`src/core/sfm_pkg.sv`:
```
// Package for the external memory bus mapper: modes, widths, bit positions.
// Assumes one system clock that also clocks the SDRAM.
package sfm_pkg;

    localparam int ADDR_W = 20;
    localparam int DATA_W = 32;
    localparam int FLASH_DATA_W = 16;
    localparam int FLASH_ADDR_W = 20;
    localparam int SD_ADDR_W = 12;
    localparam int BANK_LO = 15;
    localparam int BANK_HI = 16;
    localparam int BE_LO_POS = 18;
    localparam int BE_HI_POS = 19;
    localparam int XLAT_SHIFT = 1;

    localparam logic CFG_LOW_COST = 1'b0;
    localparam logic CFG_HIGH_END = 1'b1;
    localparam logic CFG_ONE_SDRAM = 1'b0;
    localparam logic CFG_TWO_SDRAM = 1'b1;
    localparam logic CLK_RUN_RST = 1'b1;

    typedef struct packed {
        logic high_end;
        logic two_sdram;
        logic sdclk_run;
    } sfm_cfg_s;

    localparam sfm_cfg_s CFG_RST = '{
        high_end: CFG_LOW_COST,
        two_sdram: CFG_ONE_SDRAM,
        sdclk_run: CLK_RUN_RST
    };

    typedef enum logic [2:0] {
        SFM_IDLE = 3'b001,
        SFM_SDRAM = 3'b010,
        SFM_FLASH = 3'b100
    } sfm_state_e;

    typedef struct packed {
        logic valid;
        logic to_flash;
        logic write;
        logic [ADDR_W-1:0] addr;
        logic [3:0] be;
        logic [DATA_W-1:0] wdata;
    } sfm_req_s;

    typedef struct packed {
        logic [ADDR_W-1:0] addr;
        logic [1:0] byte_lane_mask_n;
        logic [DATA_W-1:0] dq_out;
        logic [1:0] dq_oe;
        logic flash_oe;
        logic sdram_cs;
    } sfm_pins_s;

endpackage

```
`src/core/sfm_clk_gate.sv`:
```
// SDRAM clock gate: holds the SDRAM clock off while software stops it.
// Assumes a glitch-free enable is enough; enable is registered and changes on the rising edge of mclk.
`timescale 1ns/1ps
module sfm_clk_gate (
    input wire logic mclk,
    input wire logic rst,
    input wire logic run,
    output logic en_reg
);
    logic en_next;

    always_comb begin
        en_next = run;
    end

    always_ff @(posedge mclk or posedge rst) begin
        if (rst) begin
            en_reg <= sfm_pkg::CLK_RUN_RST;
        end else begin
            en_reg <= en_next;
        end
    end
endmodule

```
`src/core/sfm_mapper.sv`:
```
// External memory bus mapper: shared address bus to SDRAM and Flash.
// Assumes requests come synchronous to mclk; command timing is outside.
`timescale 1ns/1ps
module sfm_mapper (
    input wire logic mclk,
    input wire logic rst,
    input wire logic cfg_wr,
    input wire sfm_pkg::sfm_cfg_s cfg_in,
    input wire sfm_pkg::sfm_req_s req,
    input wire logic [sfm_pkg::DATA_W-1:0] sdram_dq_in,
    input wire logic [sfm_pkg::FLASH_DATA_W-1:0] flash_dq_in,
    output sfm_pkg::sfm_cfg_s cfg_reg,
    output sfm_pkg::sfm_pins_s pins_reg,
    output logic sdram_clk_en_reg,
    output logic flash_rd_n_reg,
    output logic [sfm_pkg::DATA_W-1:0] rdata_reg,
    output logic rvalid_reg,
    output logic wr_refused_reg
);
    sfm_pkg::sfm_cfg_s cfg_next;
    sfm_pkg::sfm_pins_s pins_next;
    sfm_pkg::sfm_state_e st_reg, st_next;
    logic flash_rd_n_next;
    logic [sfm_pkg::DATA_W-1:0] rdata_next;
    logic rvalid_next;
    logic wr_refused_next;
    logic to_flash_reg, to_flash_next;
    logic wide_reg, wide_next;

    // Translates an internal address for an SDRAM access
    function automatic logic [sfm_pkg::ADDR_W-1:0] xlat(
        input logic [sfm_pkg::ADDR_W-1:0] a,
        input logic high_end,
        input logic [3:0] be
    );
        logic [sfm_pkg::ADDR_W-1:0] r;
        r = a;
        if (high_end) begin
            r[sfm_pkg::SD_ADDR_W-1:0] =
                a[sfm_pkg::SD_ADDR_W-1+sfm_pkg::XLAT_SHIFT:
                  sfm_pkg::XLAT_SHIFT];
            // Active-low lower-lane masks
            r[sfm_pkg::BE_LO_POS] = ~be[0];
            r[sfm_pkg::BE_HI_POS] = ~be[1];
        end
        return r;
    endfunction

    // Configuration setting
    always_comb begin
        cfg_next = cfg_reg;
        if (cfg_wr) begin
            cfg_next = cfg_in;
        end
    end

    always_ff @(posedge mclk or posedge rst) begin
        if (rst) begin
            cfg_reg <= sfm_pkg::CFG_RST;
        end else begin
            cfg_reg <= cfg_next;
        end
    end

    // SDRAM clock always supplied, gated only by software
    sfm_clk_gate sfm_clk_gate_inst (
        .mclk(mclk),
        .rst(rst),
        .run(cfg_reg.sdclk_run),
        .en_reg(sdram_clk_en_reg)
    );

    // Bus steering
    always_comb begin
        pins_next = pins_reg;
        st_next = sfm_pkg::SFM_IDLE;
        flash_rd_n_next = 1'b1;
        rdata_next = rdata_reg;
        rvalid_next = 1'b0;
        wr_refused_next = 1'b0;
        to_flash_next = to_flash_reg;
        wide_next = wide_reg;
        pins_next.dq_oe = 2'b00;
        pins_next.flash_oe = 1'b0;
        pins_next.sdram_cs = 1'b0;
        case (st_reg)
            sfm_pkg::SFM_IDLE,
            sfm_pkg::SFM_SDRAM,
            sfm_pkg::SFM_FLASH: begin
                if (st_reg != sfm_pkg::SFM_IDLE) begin
                    rvalid_next = 1'b1;
                    if (to_flash_reg) begin
                        // Flash data is 16 bits wide
                        rdata_next = {16'h0000, flash_dq_in};
                    end else if (wide_reg) begin
                        rdata_next = sdram_dq_in;
                    end else begin
                        rdata_next = {16'h0000, sdram_dq_in[15:0]};
                    end
                end
                if (req.valid && req.to_flash && req.write) begin
                    wr_refused_next = 1'b1;
                end else if (req.valid && req.to_flash) begin
                    st_next = sfm_pkg::SFM_FLASH;
                    to_flash_next = 1'b1;
                    // Untranslated, 20 lines
                    pins_next.addr = req.addr;
                    pins_next.flash_oe = 1'b1;
                    flash_rd_n_next = 1'b0;
                end else if (req.valid) begin
                    to_flash_next = 1'b0;
                    pins_next.sdram_cs = 1'b1;
                    pins_next.addr = xlat(req.addr, cfg_reg.high_end,
                        req.be);
                    wide_next = cfg_reg.high_end;
                    pins_next.byte_lane_mask_n = cfg_reg.high_end ?
                        ~req.be[3:2] : ~req.be[1:0];
                    pins_next.dq_out = req.wdata;
                    if (req.write) begin
                        // Upper half only in 32-bit mode
                        pins_next.dq_oe = {cfg_reg.high_end, 1'b1};
                    end else begin
                        st_next = sfm_pkg::SFM_SDRAM;
                    end
                end
            end
            default: begin
                st_next = sfm_pkg::SFM_IDLE;
            end
        endcase
    end

    always_ff @(posedge mclk or posedge rst) begin
        if (rst) begin
            st_reg <= sfm_pkg::SFM_IDLE;
            pins_reg <= '0;
            flash_rd_n_reg <= 1'b1;
            rdata_reg <= 32'h00000000;
            rvalid_reg <= 1'b0;
            wr_refused_reg <= 1'b0;
            to_flash_reg <= 1'b0;
            wide_reg <= 1'b0;
        end else begin
            st_reg <= st_next;
            pins_reg <= pins_next;
            flash_rd_n_reg <= flash_rd_n_next;
            rdata_reg <= rdata_next;
            rvalid_reg <= rvalid_next;
            wr_refused_reg <= wr_refused_next;
            to_flash_reg <= to_flash_next;
            wide_reg <= wide_next;
        end
    end

    a_flash_no_write: assert property (
        @(posedge mclk) disable iff (rst)
        (req.valid && req.to_flash && req.write) |=>
        (wr_refused_reg && flash_rd_n_reg && pins_reg.dq_oe == 2'b00))
        else $error("Flash write not refused");

    a_flash_untrans: assert property (
        @(posedge mclk) disable iff (rst)
        (req.valid && req.to_flash && !req.write) |=>
        (pins_reg.addr == $past(req.addr) && !flash_rd_n_reg))
        else $error("Flash address altered");

    a_xlat_high: assert property (
        @(posedge mclk) disable iff (rst)
        (req.valid && !req.to_flash && cfg_reg.high_end) |=>
        (pins_reg.addr[11:0] == $past(req.addr[12:1])))
        else $error("High-end translation wrong");

    a_low_passthru: assert property (
        @(posedge mclk) disable iff (rst)
        (req.valid && !req.to_flash && !cfg_reg.high_end) |=>
        (pins_reg.addr == $past(req.addr)))
        else $error("Low-cost address altered");

    a_bank_kept: assert property (
        @(posedge mclk) disable iff (rst)
        (req.valid && !req.to_flash) |=>
        (pins_reg.addr[16:15] == $past(req.addr[16:15])))
        else $error("Bank select moved");

    a_be_lanes: assert property (
        @(posedge mclk) disable iff (rst)
        (req.valid && !req.to_flash && cfg_reg.high_end) |=>
        (pins_reg.addr[19:18] == ~$past(req.be[1:0]) &&
         pins_reg.byte_lane_mask_n == ~$past(req.be[3:2])))
        else $error("Byte enable lanes wrong");

    a_upper_half: assert property (
        @(posedge mclk) disable iff (rst)
        (req.valid && !req.to_flash && req.write && !cfg_reg.high_end) |=>
        (pins_reg.dq_oe == 2'b01))
        else $error("Upper half driven in low-cost");

    a_cfg_load: assert property (
        @(posedge mclk) disable iff (rst)
        cfg_wr |=>
        (cfg_reg == $past(cfg_in)))
        else $error("Config not taken");

    a_clk_follow: assert property (
        @(posedge mclk) disable iff (rst)
        $changed(cfg_reg.sdclk_run) |=>
        (sdram_clk_en_reg == $past(cfg_reg.sdclk_run)))
        else $error("SDRAM clock gate late");

    a_rd_return: assert property (
        @(posedge mclk) disable iff (rst)
        (req.valid && !req.write) |=>
        ##1 rvalid_reg)
        else $error("Read data not returned");

    a_flash_strobe: assert property (
        @(posedge mclk) disable iff (rst)
        !flash_rd_n_reg |->
        (pins_reg.flash_oe && !pins_reg.sdram_cs))
        else $error("Flash strobe outside a Flash read");

    a_one_target: assert property (
        @(posedge mclk) disable iff (rst)
        pins_reg.flash_oe |->
        !pins_reg.sdram_cs)
        else $error("SDRAM and Flash selected together");

    a_clk_running: assert property (
        @(posedge mclk) disable iff (rst)
        (cfg_reg.sdclk_run && $past(cfg_reg.sdclk_run)) |->
        sdram_clk_en_reg)
        else $error("SDRAM clock stopped while enabled");

    a_flash_rdata: assert property (
        @(posedge mclk) disable iff (rst)
        (req.valid && req.to_flash && !req.write) |=>
        ##1 (rdata_reg == {16'h0000, $past(flash_dq_in)}))
        else $error("Flash read data wrong");

    a_narrow_rdata: assert property (
        @(posedge mclk) disable iff (rst)
        (req.valid && !req.to_flash && !req.write && !cfg_reg.high_end) |=>
        ##1 (rdata_reg == {16'h0000, $past(sdram_dq_in[15:0])}))
        else $error("16-bit read data wrong");

    a_wide_rdata: assert property (
        @(posedge mclk) disable iff (rst)
        (req.valid && !req.to_flash && !req.write && cfg_reg.high_end) |=>
        ##1 (rdata_reg == $past(sdram_dq_in)))
        else $error("32-bit read data wrong");

    a_both_halves: assert property (
        @(posedge mclk) disable iff (rst)
        (req.valid && !req.to_flash && req.write && cfg_reg.high_end) |=>
        (pins_reg.dq_oe == 2'b11 && pins_reg.dq_out == $past(req.wdata)))
        else $error("32-bit write not on both halves");

    a_flash_no_oe: assert property (
        @(posedge mclk) disable iff (rst)
        (req.valid && req.to_flash) |=>
        (pins_reg.dq_oe == 2'b00 && !pins_reg.sdram_cs))
        else $error("Data bus driven during Flash access");

    a_sd_read_cs: assert property (
        @(posedge mclk) disable iff (rst)
        (req.valid && !req.to_flash && !req.write) |=>
        (pins_reg.sdram_cs && pins_reg.dq_oe == 2'b00 && flash_rd_n_reg))
        else $error("SDRAM read select wrong");

    a_cfg_hold: assert property (
        @(posedge mclk) disable iff (rst)
        !cfg_wr |=>
        (cfg_reg == $past(cfg_reg)))
        else $error("Config changed without a load");

    a_idle_quiet: assert property (
        @(posedge mclk) disable iff (rst)
        !req.valid |=>
        (flash_rd_n_reg && !pins_reg.sdram_cs && !pins_reg.flash_oe))
        else $error("Strobe active without a request");

    a_upper_kept: assert property (
        @(posedge mclk) disable iff (rst)
        (req.valid && !req.to_flash && cfg_reg.high_end) |=>
        (pins_reg.addr[17:12] == $past(req.addr[17:12])))
        else $error("Translation touched upper address bits");

    a_refuse_only: assert property (
        @(posedge mclk) disable iff (rst)
        wr_refused_reg |->
        $past(req.valid && req.to_flash && req.write))
        else $error("Refusal without a Flash write");
endmodule

```
`config.mk`:
```
export PLATFORM = sky130hd
export DESIGN_NAME = sfm_mapper
export DESIGN_NICKNAME = d
export VERILOG_FILES = /design/src/core/sfm_pkg.sv /design/src/core/sfm_clk_gate.sv /design/src/core/sfm_mapper.sv
export SDC_FILE = /design/constraint.sdc
export NUM_CORES = 1
export LEC_CHECK = 0
export BUFFER_PORTS_ARGS = -buffer_cell sky130_fd_sc_hd__buf_2
export CAP_MARGIN = 20
export CORE_MARGIN = 4
export CORE_UTILIZATION = 35
export CTS_BUF_LIST = sky130_fd_sc_hd__clkbuf_4
export DETAILED_ROUTE_END_ITERATION = 12
export GPL_TIMING_DRIVEN = 0
export PLACE_DENSITY_LB_ADDON = 0.25
export SYNTH_ARGS = -nofsm -noshare
export SYNTH_HDL_FRONTEND = slang
export SYNTH_SLANG_ARGS = --single-unit
```
`constraint.sdc`:
```
create_clock -name mclk -period 10.5 [get_ports mclk]
set_clock_uncertainty 0.2 [all_clocks]
set_input_delay 1.575 -clock mclk [delete_from_list [all_inputs] [get_ports mclk]]
set_output_delay 1.575 -clock mclk [all_outputs]
set_load 0.05 [all_outputs]
```
; Word-level counts from Yosys, hierarchy flattened
; Cells that the tools add are included.
[totals]
ff_bits = 102
input_bits = 113
out_inout_bits = 97
elab_cells = 62
[op_classes]
n_eq_ne = 4
n_mux = 28
bitwise_logic = 6
n_reduce_logical = 7
[op_table]
columns = operator, count
row1 = two-way mux 32 bit, 2
row2 = two-way mux 56 bit, 1
row3 = two-way mux 20 bit, 1
row4 = two-way mux 1 bit, 12
row5 = two-way mux 12 bit, 1
row6 = two-way mux 3 bit, 4
row7 = two-way mux 2 bit, 5
row8 = two-way mux 4 bit, 2
row9 = inverter 1 bit, 4
row10 = inverter 2 bit, 2
row11 = AND reduction 4 bit, 1
row12 = "equality test 3 x 1 -> 1 bit, second input constant", 1
row13 = "equality test 3 x 2 -> 1 bit, second input constant", 1
row14 = "equality test 3 bit, second input constant", 1
row15 = "!= test 3 x 1 -> 1 bit, second input constant", 1
row16 = AND reduction 3 bit, 1
row17 = OR reduction 3 bit, 1
row18 = logical AND 1 bit, 2
row19 = AND reduction 2 bit, 1
row20 = nonzero test 2 bit, 1

; Longest topological paths before layout
; Gate-level depths: netlist of run 1.
[logic_depth]
word_depth = 6
ltp_mapped = 7
mapped_depth_nobuf = 5

; Modules after synthesis
; Synthesis of run 1 repeated with hierarchy kept, for this count alone.
[hier_totals]
hier_cells = 350
hier_area_um2 = 4161.5
[by_module_without_submodules]
columns = mod, instances, cells_each, area_per_inst_um2, seq_area_each_um2
row1 = sfm_mapper, 1, 348, 4131.5, 2506.2
row2 = sfm_clk_gate, 1, 2, 30.0, 26.3

; Least setup slack after synthesis of run 1
; No wires, ideal clock.
[synth_timing]
kind = input to register
from = input req[58] (netlist bit)
to = register pins_reg[4] (netlist bit)
setup_time_ns = 0.125
t_arrival_ns = 2.585
required_ns = 10.175
slack_ns = 7.590
stages = 6
path_buffers = 3
cell_sequence = clkbuf_2 nor2b_1 o211ai_1 buf_4 buf_6 mux2_4
[synth_via]
elab_chain_cells = 4
elab_cells_between_ends = 5
cone_classes = bitwise: 2 / reduce/logical: 3
[synth_lines]
columns = element, line
row1 = "start, declared", sfm_mapper.sv:9  ; input wire sfm_pkg::sfm_req_s req,
row2 = logical AND 1 bit, "sfm_mapper.sv:101, sfm_mapper.sv:103"
row3 = logical AND 1 bit, sfm_mapper.sv:101  ; if (req.valid && req.to_flash && req.write) begin
row4 = inverter 1 bit (no source line), n/a
row5 = AND reduction 4 bit (no source line) *, n/a
row6 = "end signal, assigned", sfm_mapper.sv:145  ; pins_reg <= pins_next;
row7 = "end, declared", sfm_mapper.sv:13  ; output sfm_pkg::sfm_pins_s pins_reg,
; Mark *: on every way between the ends. The rest lies on a longest branch, timed or not.
; A chain may end at the register's enable or synchronous reset.

; Worst setup path in the final report of run 1
[layout_timing]
from = register cfg_reg[0] (netlist bit)
to = output cfg_reg[0] (netlist bit)
[layout_rtl]
columns = element, line
row1 = "start, declared", sfm_mapper.sv:12  ; output sfm_pkg::sfm_cfg_s cfg_reg,
row2 = "start signal, assigned", sfm_mapper.sv:59  ; cfg_reg <= sfm_pkg::CFG_RST;
row3 = "start signal, assigned", sfm_mapper.sv:61  ; cfg_reg <= cfg_next;
; No word-level cell between the ends.

==> qor.txt, run 1 <==
Core Box Area -> 0.0115 sq mm
element type at the critical path start -> register
fin nets -> 683
Synth Instances -> 350
Slew Limit Fails -> 0
Slew @ Worst Pin -> 0.434 ns
Worst R2R Start -> st_reg[0]
drt pass-1 iters -> 4
Peak VDD IR -> 0.0890 mV
final setup vio count -> 0
Critical Path RT -> 8.73 ns
CP max FO -> 3
final period utilization -> 29.8%
clk_lat worst skew -> 0.44 ns
P&R area growth vs syn -> 33.3%
full die area -> 0.0137 sq mm
post-route ant nets -> 0
RSZ-0062 raised after global routing -> false
Seq pwr share -> 38.7%
Post-synth ARST share -> 100%
max FFs per register -> 58
slowest stage cell, crit path -> dfstp_2
Final GP Congestion -> 0.825
Crit. End Element -> output port
Worst slew margin -> 71.1%
clk root buf -> clkbuf_4
largest net degree at the start of global routing -> 72
FP Rows -> 39
Detail Placement HPWL -> 8160 um
combinational power share -> 46.9%
commonest cells in the netlist -> 97 x dfrtp_1, 77 x nand2_1, 52 x mux2_2, 34 x o21ai_0, 17 x nand3_1
CP Class -> reg -> out
# diodes -> 0
PortBufs -> 208
critical-path cell list -> buf_4, buf_2
Yosys warnings -> 0
Synth Register Bits -> 101
Main synth FF type -> dfrtp_1
first-pass GRT wire length -> 16300 um
share of the synthesized area in the top cell type -> 58.3%
Leakage -> 2.96 nW
total CTS buffers -> 9
# DRC -> 0
DR vias/cell -> 4.62
number of hold buffers added after CTS -> 0
CTS tree -> built
Post-CTS Setup Bufs -> 0
Starting Density -> 36.2%
DP Cell Count -> 702
Final Power -> 1.40 mW
DRT iter0 DRCs -> 145
Fmax -> 0.320 GHz
Clock Sinks -> 101
sequential share of the synthesized area -> 60.8%
Yosys top cell by area -> dfrtp_1
initial antenna violation count -> 0
Die X -> 117 um
PwrDens -> 253 mW/mm^2
status -> completed
synth top area cells -> dfrtp_1 58%, mux2_2 14%, nand2_1 6.9%
Fin Hold WS -> 0.187 ns
htree depth -> 3
Worst Setup SP -> cfg_reg[0]
Avg Cell Area, Syn -> 11.9 sq um
via count -> 3314
wire per inst -> 14.6 um
max-cap viol count -> 0
Clock transition at path regs -> 0.14 ns
fin util -> 48.2%
Slowest Stage Delay on Critical Path -> 0.57 ns
GRT overflow -> 0
cell area after synthesis -> 0.00417 sq mm
vias in the first global route -> 3396
Internal -> 0.734 mW
Clk pwr share -> 14.4%
switch share -> 47.7%
Hold Path Origin -> cfg_reg[0]
endpoints failing hold -> 0
Mapped Nets -> 463
final std cells w/o fill -> 718
DRT Wirelength -> 10500 um
fin crit period -> 3.13 ns
overall routing resource usage -> 15.4%
# resized after CTS -> 0
Switch Pwr -> 0.669 mW
Hold Path Class -> reg -> reg
Ports -> 210
CTS Buffer Depth -> 2
TNS Setup -> 0 ns
most frequent cell after synthesis -> dfrtp_1
share of layout cells above drive strength 1 -> 52.2%
library cells used by synthesis -> 30
EDFF count, synth -> 0
die height -> 117 um
WP data arrival -> 1.35 ns
## power groups by stage
stage	Sequential, mW	Combinational [mW]	Clock (mW)
6_report	0.543	0.659	0.202
3_3_place_gp	0.549	0.659	0
4_1_cts	0.544	0.667	0.215
2_1_floorplan	0.913	0.131	0
5_1_grt	0.557	0.700	0.228
3_5_place_dp	0.552	0.667	0
## path summary, 6_finish.rpt
check / slack [ns] / cells past startpoint / to
setup / recovery: 7.38 / 2 / cfg_reg[0]
hold / removal: 0.19 / 0 / sfm_clk_gate_inst.en_reg
setup reg to reg: 8.48 / 5 / pins_reg[6]
hold reg to reg: 0.19 / 0 / sfm_clk_gate_inst.en_reg
max in group asynchronous: 8.46 / 3 / flash_rd_n_reg
min in group asynchronous: 0.91 / 2 / pins_reg[25]
## critical path, delay by kind of cell, from the launching register on
family	cells	cell delay, ns
buffers and inverters	2	0.35
flip-flops	1	0.57
## per-layer routing
metal	part of all wire, %	up-vias	GRT usage [%]
li1	-	1618	-
met1	42	1549	19.2
met2	47	132	24.4
met3	9.2	15	4.63
met5	0	-	0
met4	2.2	0	7.65
## cell families (layout without fill, tap and decap cells)
kind of cell | Yosys count | after routing | share of synthesized area, %
AOI/OAI and AO/OA | 40 | 40 | 5.17
xor gates and xnor gates | 2 | 2 | 0.601
buffers and inverters | 27 | 252 | 3.18
DFF | 101 | 101 | 60.8
muxes | 72 | 72 | 19.3
and+or+nand+nor | 108 | 108 | 10.9
## cells in the final DEF, fill, tap and decap left out, types with 2 or more instances in the layout
master / synthesis / layout
o21ai_0: 34 / 34
clkbuf_4: 0 / 13
nand3_1: 17 / 17
buf_2: 9 / 217
mux2_4: 4 / 4
and2_1: 3 / 3
inv_1: 3 / 2
mux2i_1: 16 / 16
nor2_1: 4 / 4
nand2b_1: 2 / 2
dfrtp_1: 97 / 97
buf_4: 3 / 3
clkbuf_1: 8 / 8
nand2_1: 77 / 77
dfstp_2: 4 / 4
mux2_2: 52 / 52
nor2b_1: 3 / 3
clkinv_1: 1 / 3
## per-stage QoR
stage	instance area (sq um)	setup WS [ns]
finish	5550	7.38
global route	5550	7.27
CTS	5550	7.30
detailed placement	5420	7.31
global placement	5390	4.93
floorplan	4170	6.08
## cell type report
| class | count | area, sq um |
|---|---|---|
| clock buffers | 13 | 97.6 |
| well taps | 143 | 179 |
| fillers | 1101 | 5970 |
| inverters | 4 | 17.5 |
| flip-flops and latches | 101 | 2530 |
| plain buffers | 23 | 118 |
| clock inverters | 3 | 37.5 |
| multi-input cells | 222 | 1500 |
| repair buffers | 209 | 1070 |
(Power assumes the default switching activity.)
==> inputs of run 2 (changes only) <==
==> constraint.sdc (replaced) <==
create_clock -name mclk -period 3.2 [get_ports mclk]
set_clock_uncertainty 0.2 [all_clocks]
set_input_delay 0.48 -clock mclk [delete_from_list [all_inputs] [get_ports mclk]]
set_output_delay 0.48 -clock mclk [all_outputs]
set_load 0.05 [all_outputs]
==> run 2 against run 1 <==
  * Non-clock buffer count up 7
  * Sequential cell count unchanged
  * Die area unchanged
  * Highest routed layer unchanged
  * Via count up 1.1%
==> qor.txt, run 2 (same netlist as run 1, synthesis figures left out) <==
# diodes -> 0
overall routing resource usage -> 15.5%
status -> completed
via count -> 3350
RSZ-0062 raised after global routing -> false
GRT overflow -> 0
Final Power -> 4.61 mW
Starting Density -> 36.2%
CTS Buffer Depth -> 2
final period utilization -> 64.5%
Hold Path Class -> in -> reg
share of layout cells above drive strength 1 -> 51.9%
final worst slack -> 1.14 ns
TNS Setup -> 0 ns
endpoints failing hold -> 0
commonest non-fill, non-tap cell in the layout -> buf_2
fin util -> 48.8%
Slew Limit Fails -> 0
DRT iter0 DRCs -> 147
Fmax -> 0.485 GHz
Slew @ Worst Pin -> 0.658 ns
CTS tree -> built
CP max FO -> 10
element type at the critical path start -> register
drt pass-1 iters -> 4
DP Cell Count -> 703
Ports -> 210
Final GP Congestion -> 0.805
most frequent cells in the layout -> 217 x buf_2, 97 x dfrtp_1, 77 x nand2_1, 52 x mux2_2, 34 x o21ai_0
WP data arrival -> 2.21 ns
Clock transition at path regs -> 0.16 ns
clk root buf -> clkbuf_4
largest net degree at the start of global routing -> 38
max FFs per register -> 58
PwrDens -> 819 mW/mm^2
die height -> 117 um
Die X -> 117 um
total CTS buffers -> 9
DR vias/cell -> 4.62
Clock Sinks -> 101
htree depth -> 3
Leakage -> 2.98 nW
wire per inst -> 14.7 um
clk_lat worst skew -> 0.45 ns
Post-CTS Setup Bufs -> 0
Crit. End Element -> register
Critical Path RT -> 3.35 ns
Worst slew margin -> 56.0%
DRT Wirelength -> 10600 um
fin nets -> 690
post-route ant nets -> 0
Detail Placement HPWL -> 8350 um
pre-CTS setup slack -> 1.11 ns
CP Class -> reg -> reg
final std cells w/o fill -> 725
initial antenna violation count -> 0
# DRC -> 0
DP Area -> 0.00543 sq mm
max-cap viol count -> 0
P&R area growth vs syn -> 35.0%
Fin Hold WS -> 0.0465 ns
full die area -> 0.0137 sq mm
final setup vio count -> 0
Peak VDD IR -> 0.293 mV
fin crit period -> 2.06 ns
vias in the first global route -> 3451
FP Rows -> 39
Core Box Area -> 0.0115 sq mm
final instance area -> 0.00562 sq mm
PortBufs -> 208
first-pass GRT wire length -> 16500 um
[run 2: routing by layer]
layer / global-route usage [%] / share of wire [%]
met1: 18.9 / 41
met2: 25.3 / 47
met3: 5.35 / 10
met4: 5.96 / 1.7
met5: 0 / 0
[run 2: worst paths after layout]
check                                      from                        to  slack (ns)  cells past startpoint
worst min-delay path            sdram_dq_in[21]             rdata_reg[21]        0.05                      3
min in group asynchronous                   rst              to_flash_reg        0.44                      3
worst min register to register       cfg_reg[0]  sfm_clk_gate_inst.en_reg        0.17                      0
max in group asynchronous                   rst                cfg_reg[0]        1.44                      5
worst max-delay path                  st_reg[0]               pins_reg[6]        1.14                      5
worst max register to register        st_reg[0]               pins_reg[6]        1.14                      5
[run 2: where the power goes]
part / total, mW / switching (mW) / internal (mW)
logic: 2.17 / 1.64 / 0.530
clock network: 0.653 / 0.418 / 0.235
registers: 1.78 / 0.168 / 1.62
[run 2: critical path, cell delays in order (launching register included)]
cell,delay (ns)
dfstp_2,0.59
xor2_2,0.09
o211ai_1,0.33
buf_4,0.27
buf_6,0.17
mux2_4,0.30
[run 2: what timing repair did]
| action | 4_1_cts | 5_1_grt |
|---|---|---|
| hold buffers | 6 | 0 |
| resized for setup | 0 | 0 |
| hold endpoints to repair | 33 | 0 |
[run 2: area by class of cell]
type	count	area [sq um]
buffer	23	118
timing repair buffer	216	1140
multi-input combinational	222	1500
tap	143	179
fill	1099	5890
clock inverter	7	66.3
clock buffer	9	67.6
inverter	4	18.8
sequential	101	2530
==> inputs of run 3 (changes only) <==
==> constraint.sdc (replaced) <==
create_clock -name mclk -period 2 [get_ports mclk]
set_clock_uncertainty 0.2 [all_clocks]
set_input_delay 0.3 -clock mclk [delete_from_list [all_inputs] [get_ports mclk]]
set_output_delay 0.3 -clock mclk [all_outputs]
set_load 0.05 [all_outputs]
==> run 3 against run 2 <==
  * Combinational power increased by 71%
  * Register-to-register slack got worse by 1.1 ns
  * Worst setup slack got worse by 1.1 ns
  * Critical endpoint is now pins_reg[22]
  * Largest cell class unchanged
  * Largest power group unchanged
==> qor.txt, run 3 (same netlist as run 1, synthesis figures left out) <==
Met3 Wirelength -> 979 um
final std cells w/o fill -> 825
die height -> 117 um
most frequent cells in the layout -> 213 x buf_2, 103 x dlygate4sd3_1, 97 x dfrtp_1, 77 x nand2_1, 52 x mux2_2
fin nets -> 789
wire per inst -> 14.8 um
Crit. End Element -> register
DR vias/cell -> 4.61
Worst R2R Path Depth -> 5
Leakage -> 3.41 nW
Slew @ Worst Pin -> 0.661 ns
Peak VDD IR -> 0.528 mV
status -> completed
CTS tree -> built
DP Cell Count -> 703
final setup vio count -> 0
Slew Limit Fails -> 0
Clock Sinks -> 101
Critical Path RT -> 2.15 ns
Hold Path Class -> in -> reg
Fmax -> 0.519 GHz
R2R Path End -> pins_reg[22]
Worst R2R Start -> st_reg[0]
initial antenna violation count -> 0
share of layout cells above drive strength 1 -> 45.2%
final worst slack -> 0.0734 ns
Fin Hold WS -> 0.0549 ns
full die area -> 0.0137 sq mm
Final GP Congestion -> 0.805
fin crit period -> 1.93 ns
Hold Path Origin -> req[54]
Worst slew margin -> 55.8%
highest routed layer -> met4
first-pass GRT wire length -> 19000 um
# DRC -> 0
Detail Placement HPWL -> 8350 um
total CTS buffers -> 9
DRT Wirelength -> 12200 um
clk_lat worst skew -> 0.45 ns
max FFs per register -> 58
Worst Setup SP -> st_reg[0]
overall routing resource usage -> 17.8%
Clock transition at path regs -> 0.15 ns
CP endpoint -> pins_reg[22]
P&R area growth vs syn -> 59.3%
flop2flop setup slack -> 0.07 ns
element type at the critical path start -> register
routed length on met2 -> 5940 um
Fillers -> 965
largest net degree at the start of global routing -> 38
Core Box Area -> 0.0115 sq mm
Ports -> 210
PwrDens -> 1150 mW/mm^2
drt pass-1 iters -> 4
endpoints failing hold -> 0
final period utilization -> 96.3%
max-cap viol count -> 0
via count -> 3800
CP Class -> reg -> reg
WP data arrival -> 2.07 ns
DRT iter0 DRCs -> 199
RSZ-0062 raised after global routing -> true
vias in the first global route -> 3998
PortBufs -> 208
CTS Buffer Depth -> 2
DRT met1 WL -> 4940 um
Starting Density -> 36.2%
CP max FO -> 10
GRT overflow -> 0
Die X -> 117 um
commonest non-fill, non-tap cell in the layout -> buf_2
pre-CTS setup slack -> -0.0900 ns
htree depth -> 3
clk root buf -> clkbuf_4
FP Rows -> 39
post-route ant nets -> 0
==> run 3: cell types whose count changed in the layout (fill, tap and decap cells not counted), sizes merged <==
cell         before  now
buf             224  223
clkbuf           18   21
diode             0    1
dlygate4sd3       6  103
==> run 3: timing repair <==
| item | 4_1_cts | 5_1_grt |
|---|---|---|
| setup endpoints to repair | 28 | 60 |
| pin swaps | 1 | 1 |
| hold buffers | 103 | 0 |
| resized for setup | 2 | 14 |
| hold endpoints to repair | 114 | 0 |
| setup buffers | 1 | 2 |
==> run 3: worst min-delay path by stage <==
stage	to	slack, ns	cells past startpoint
6_report	pins_reg[56]	0.05	4
5_1_grt	pins_reg[43]	0.03	4
4_1_cts	pins_reg[56]	0.01	4
3_5_place_dp	sfm_clk_gate_inst.en_reg	0.17	0
3_3_place_gp	sfm_clk_gate_inst.en_reg	0.16	0
2_1_floorplan	sfm_clk_gate_inst.en_reg	0.16	0
==> run 3: layer usage <==
metal	vias to the layer above	track usage, %
met1	1778	21.1
met2	167	30.8
li1	1829	-
met4	0	7.72
met5	-	0
met3	26	4.47
==> run 3: through the flow <==
step	setup TNS, ns	util, %	instance area [sq um]	total power [mW]
6_report	0	57.6	6640	7.60
5_1_grt	-0.540	57.6	6630	8.02
4_1_cts	0	57.3	6600	7.65
3_5_place_dp	-0.793	47.1	5430	6.40
3_3_place_gp	-35.68	46.8	5390	6.34
2_1_floorplan	0	-	4170	5.48
==> run 3: area by class of cell <==
| class | count | area [sq um] | area share, % |
|---|---|---|---|
| sequential | 101 | 2530 | 38.2 |
| tap | 143 | 179 | 2.70 |
| clock buffer | 9 | 67.6 | 1.02 |
| timing repair buffer | 316 | 2130 | 32.2 |
| inverter | 4 | 18.8 | 0.283 |
| multi-input combinational | 222 | 1510 | 22.7 |
| antenna | 1 | 2.50 | 0.0377 |
| buffer | 22 | 125 | 1.89 |
| clock inverter | 7 | 66.3 | 0.999 |
==> run 3: where the power goes <==
| group | leakage (nW) | total [mW] | switching [mW] | internal (mW) |
|---|---|---|---|---|
| clock | 0.0771 | 1.04 | 0.665 | 0.376 |
| combinational | 2.11 | 3.70 | 2.69 | 1.01 |
| sequential | 1.23 | 2.86 | 0.272 | 2.59 |
| total | 3.41 | 7.60 | 3.63 | 3.97 |
==> run 3: worst max-delay path, cell delays in order, from the launching register on <==
cell and delay, ns:
dfstp_2 0.59, xor2_2 0.24, o211ai_1 0.13, buf_4 0.17, clkbuf_4 0.19, mux2_2 0.29
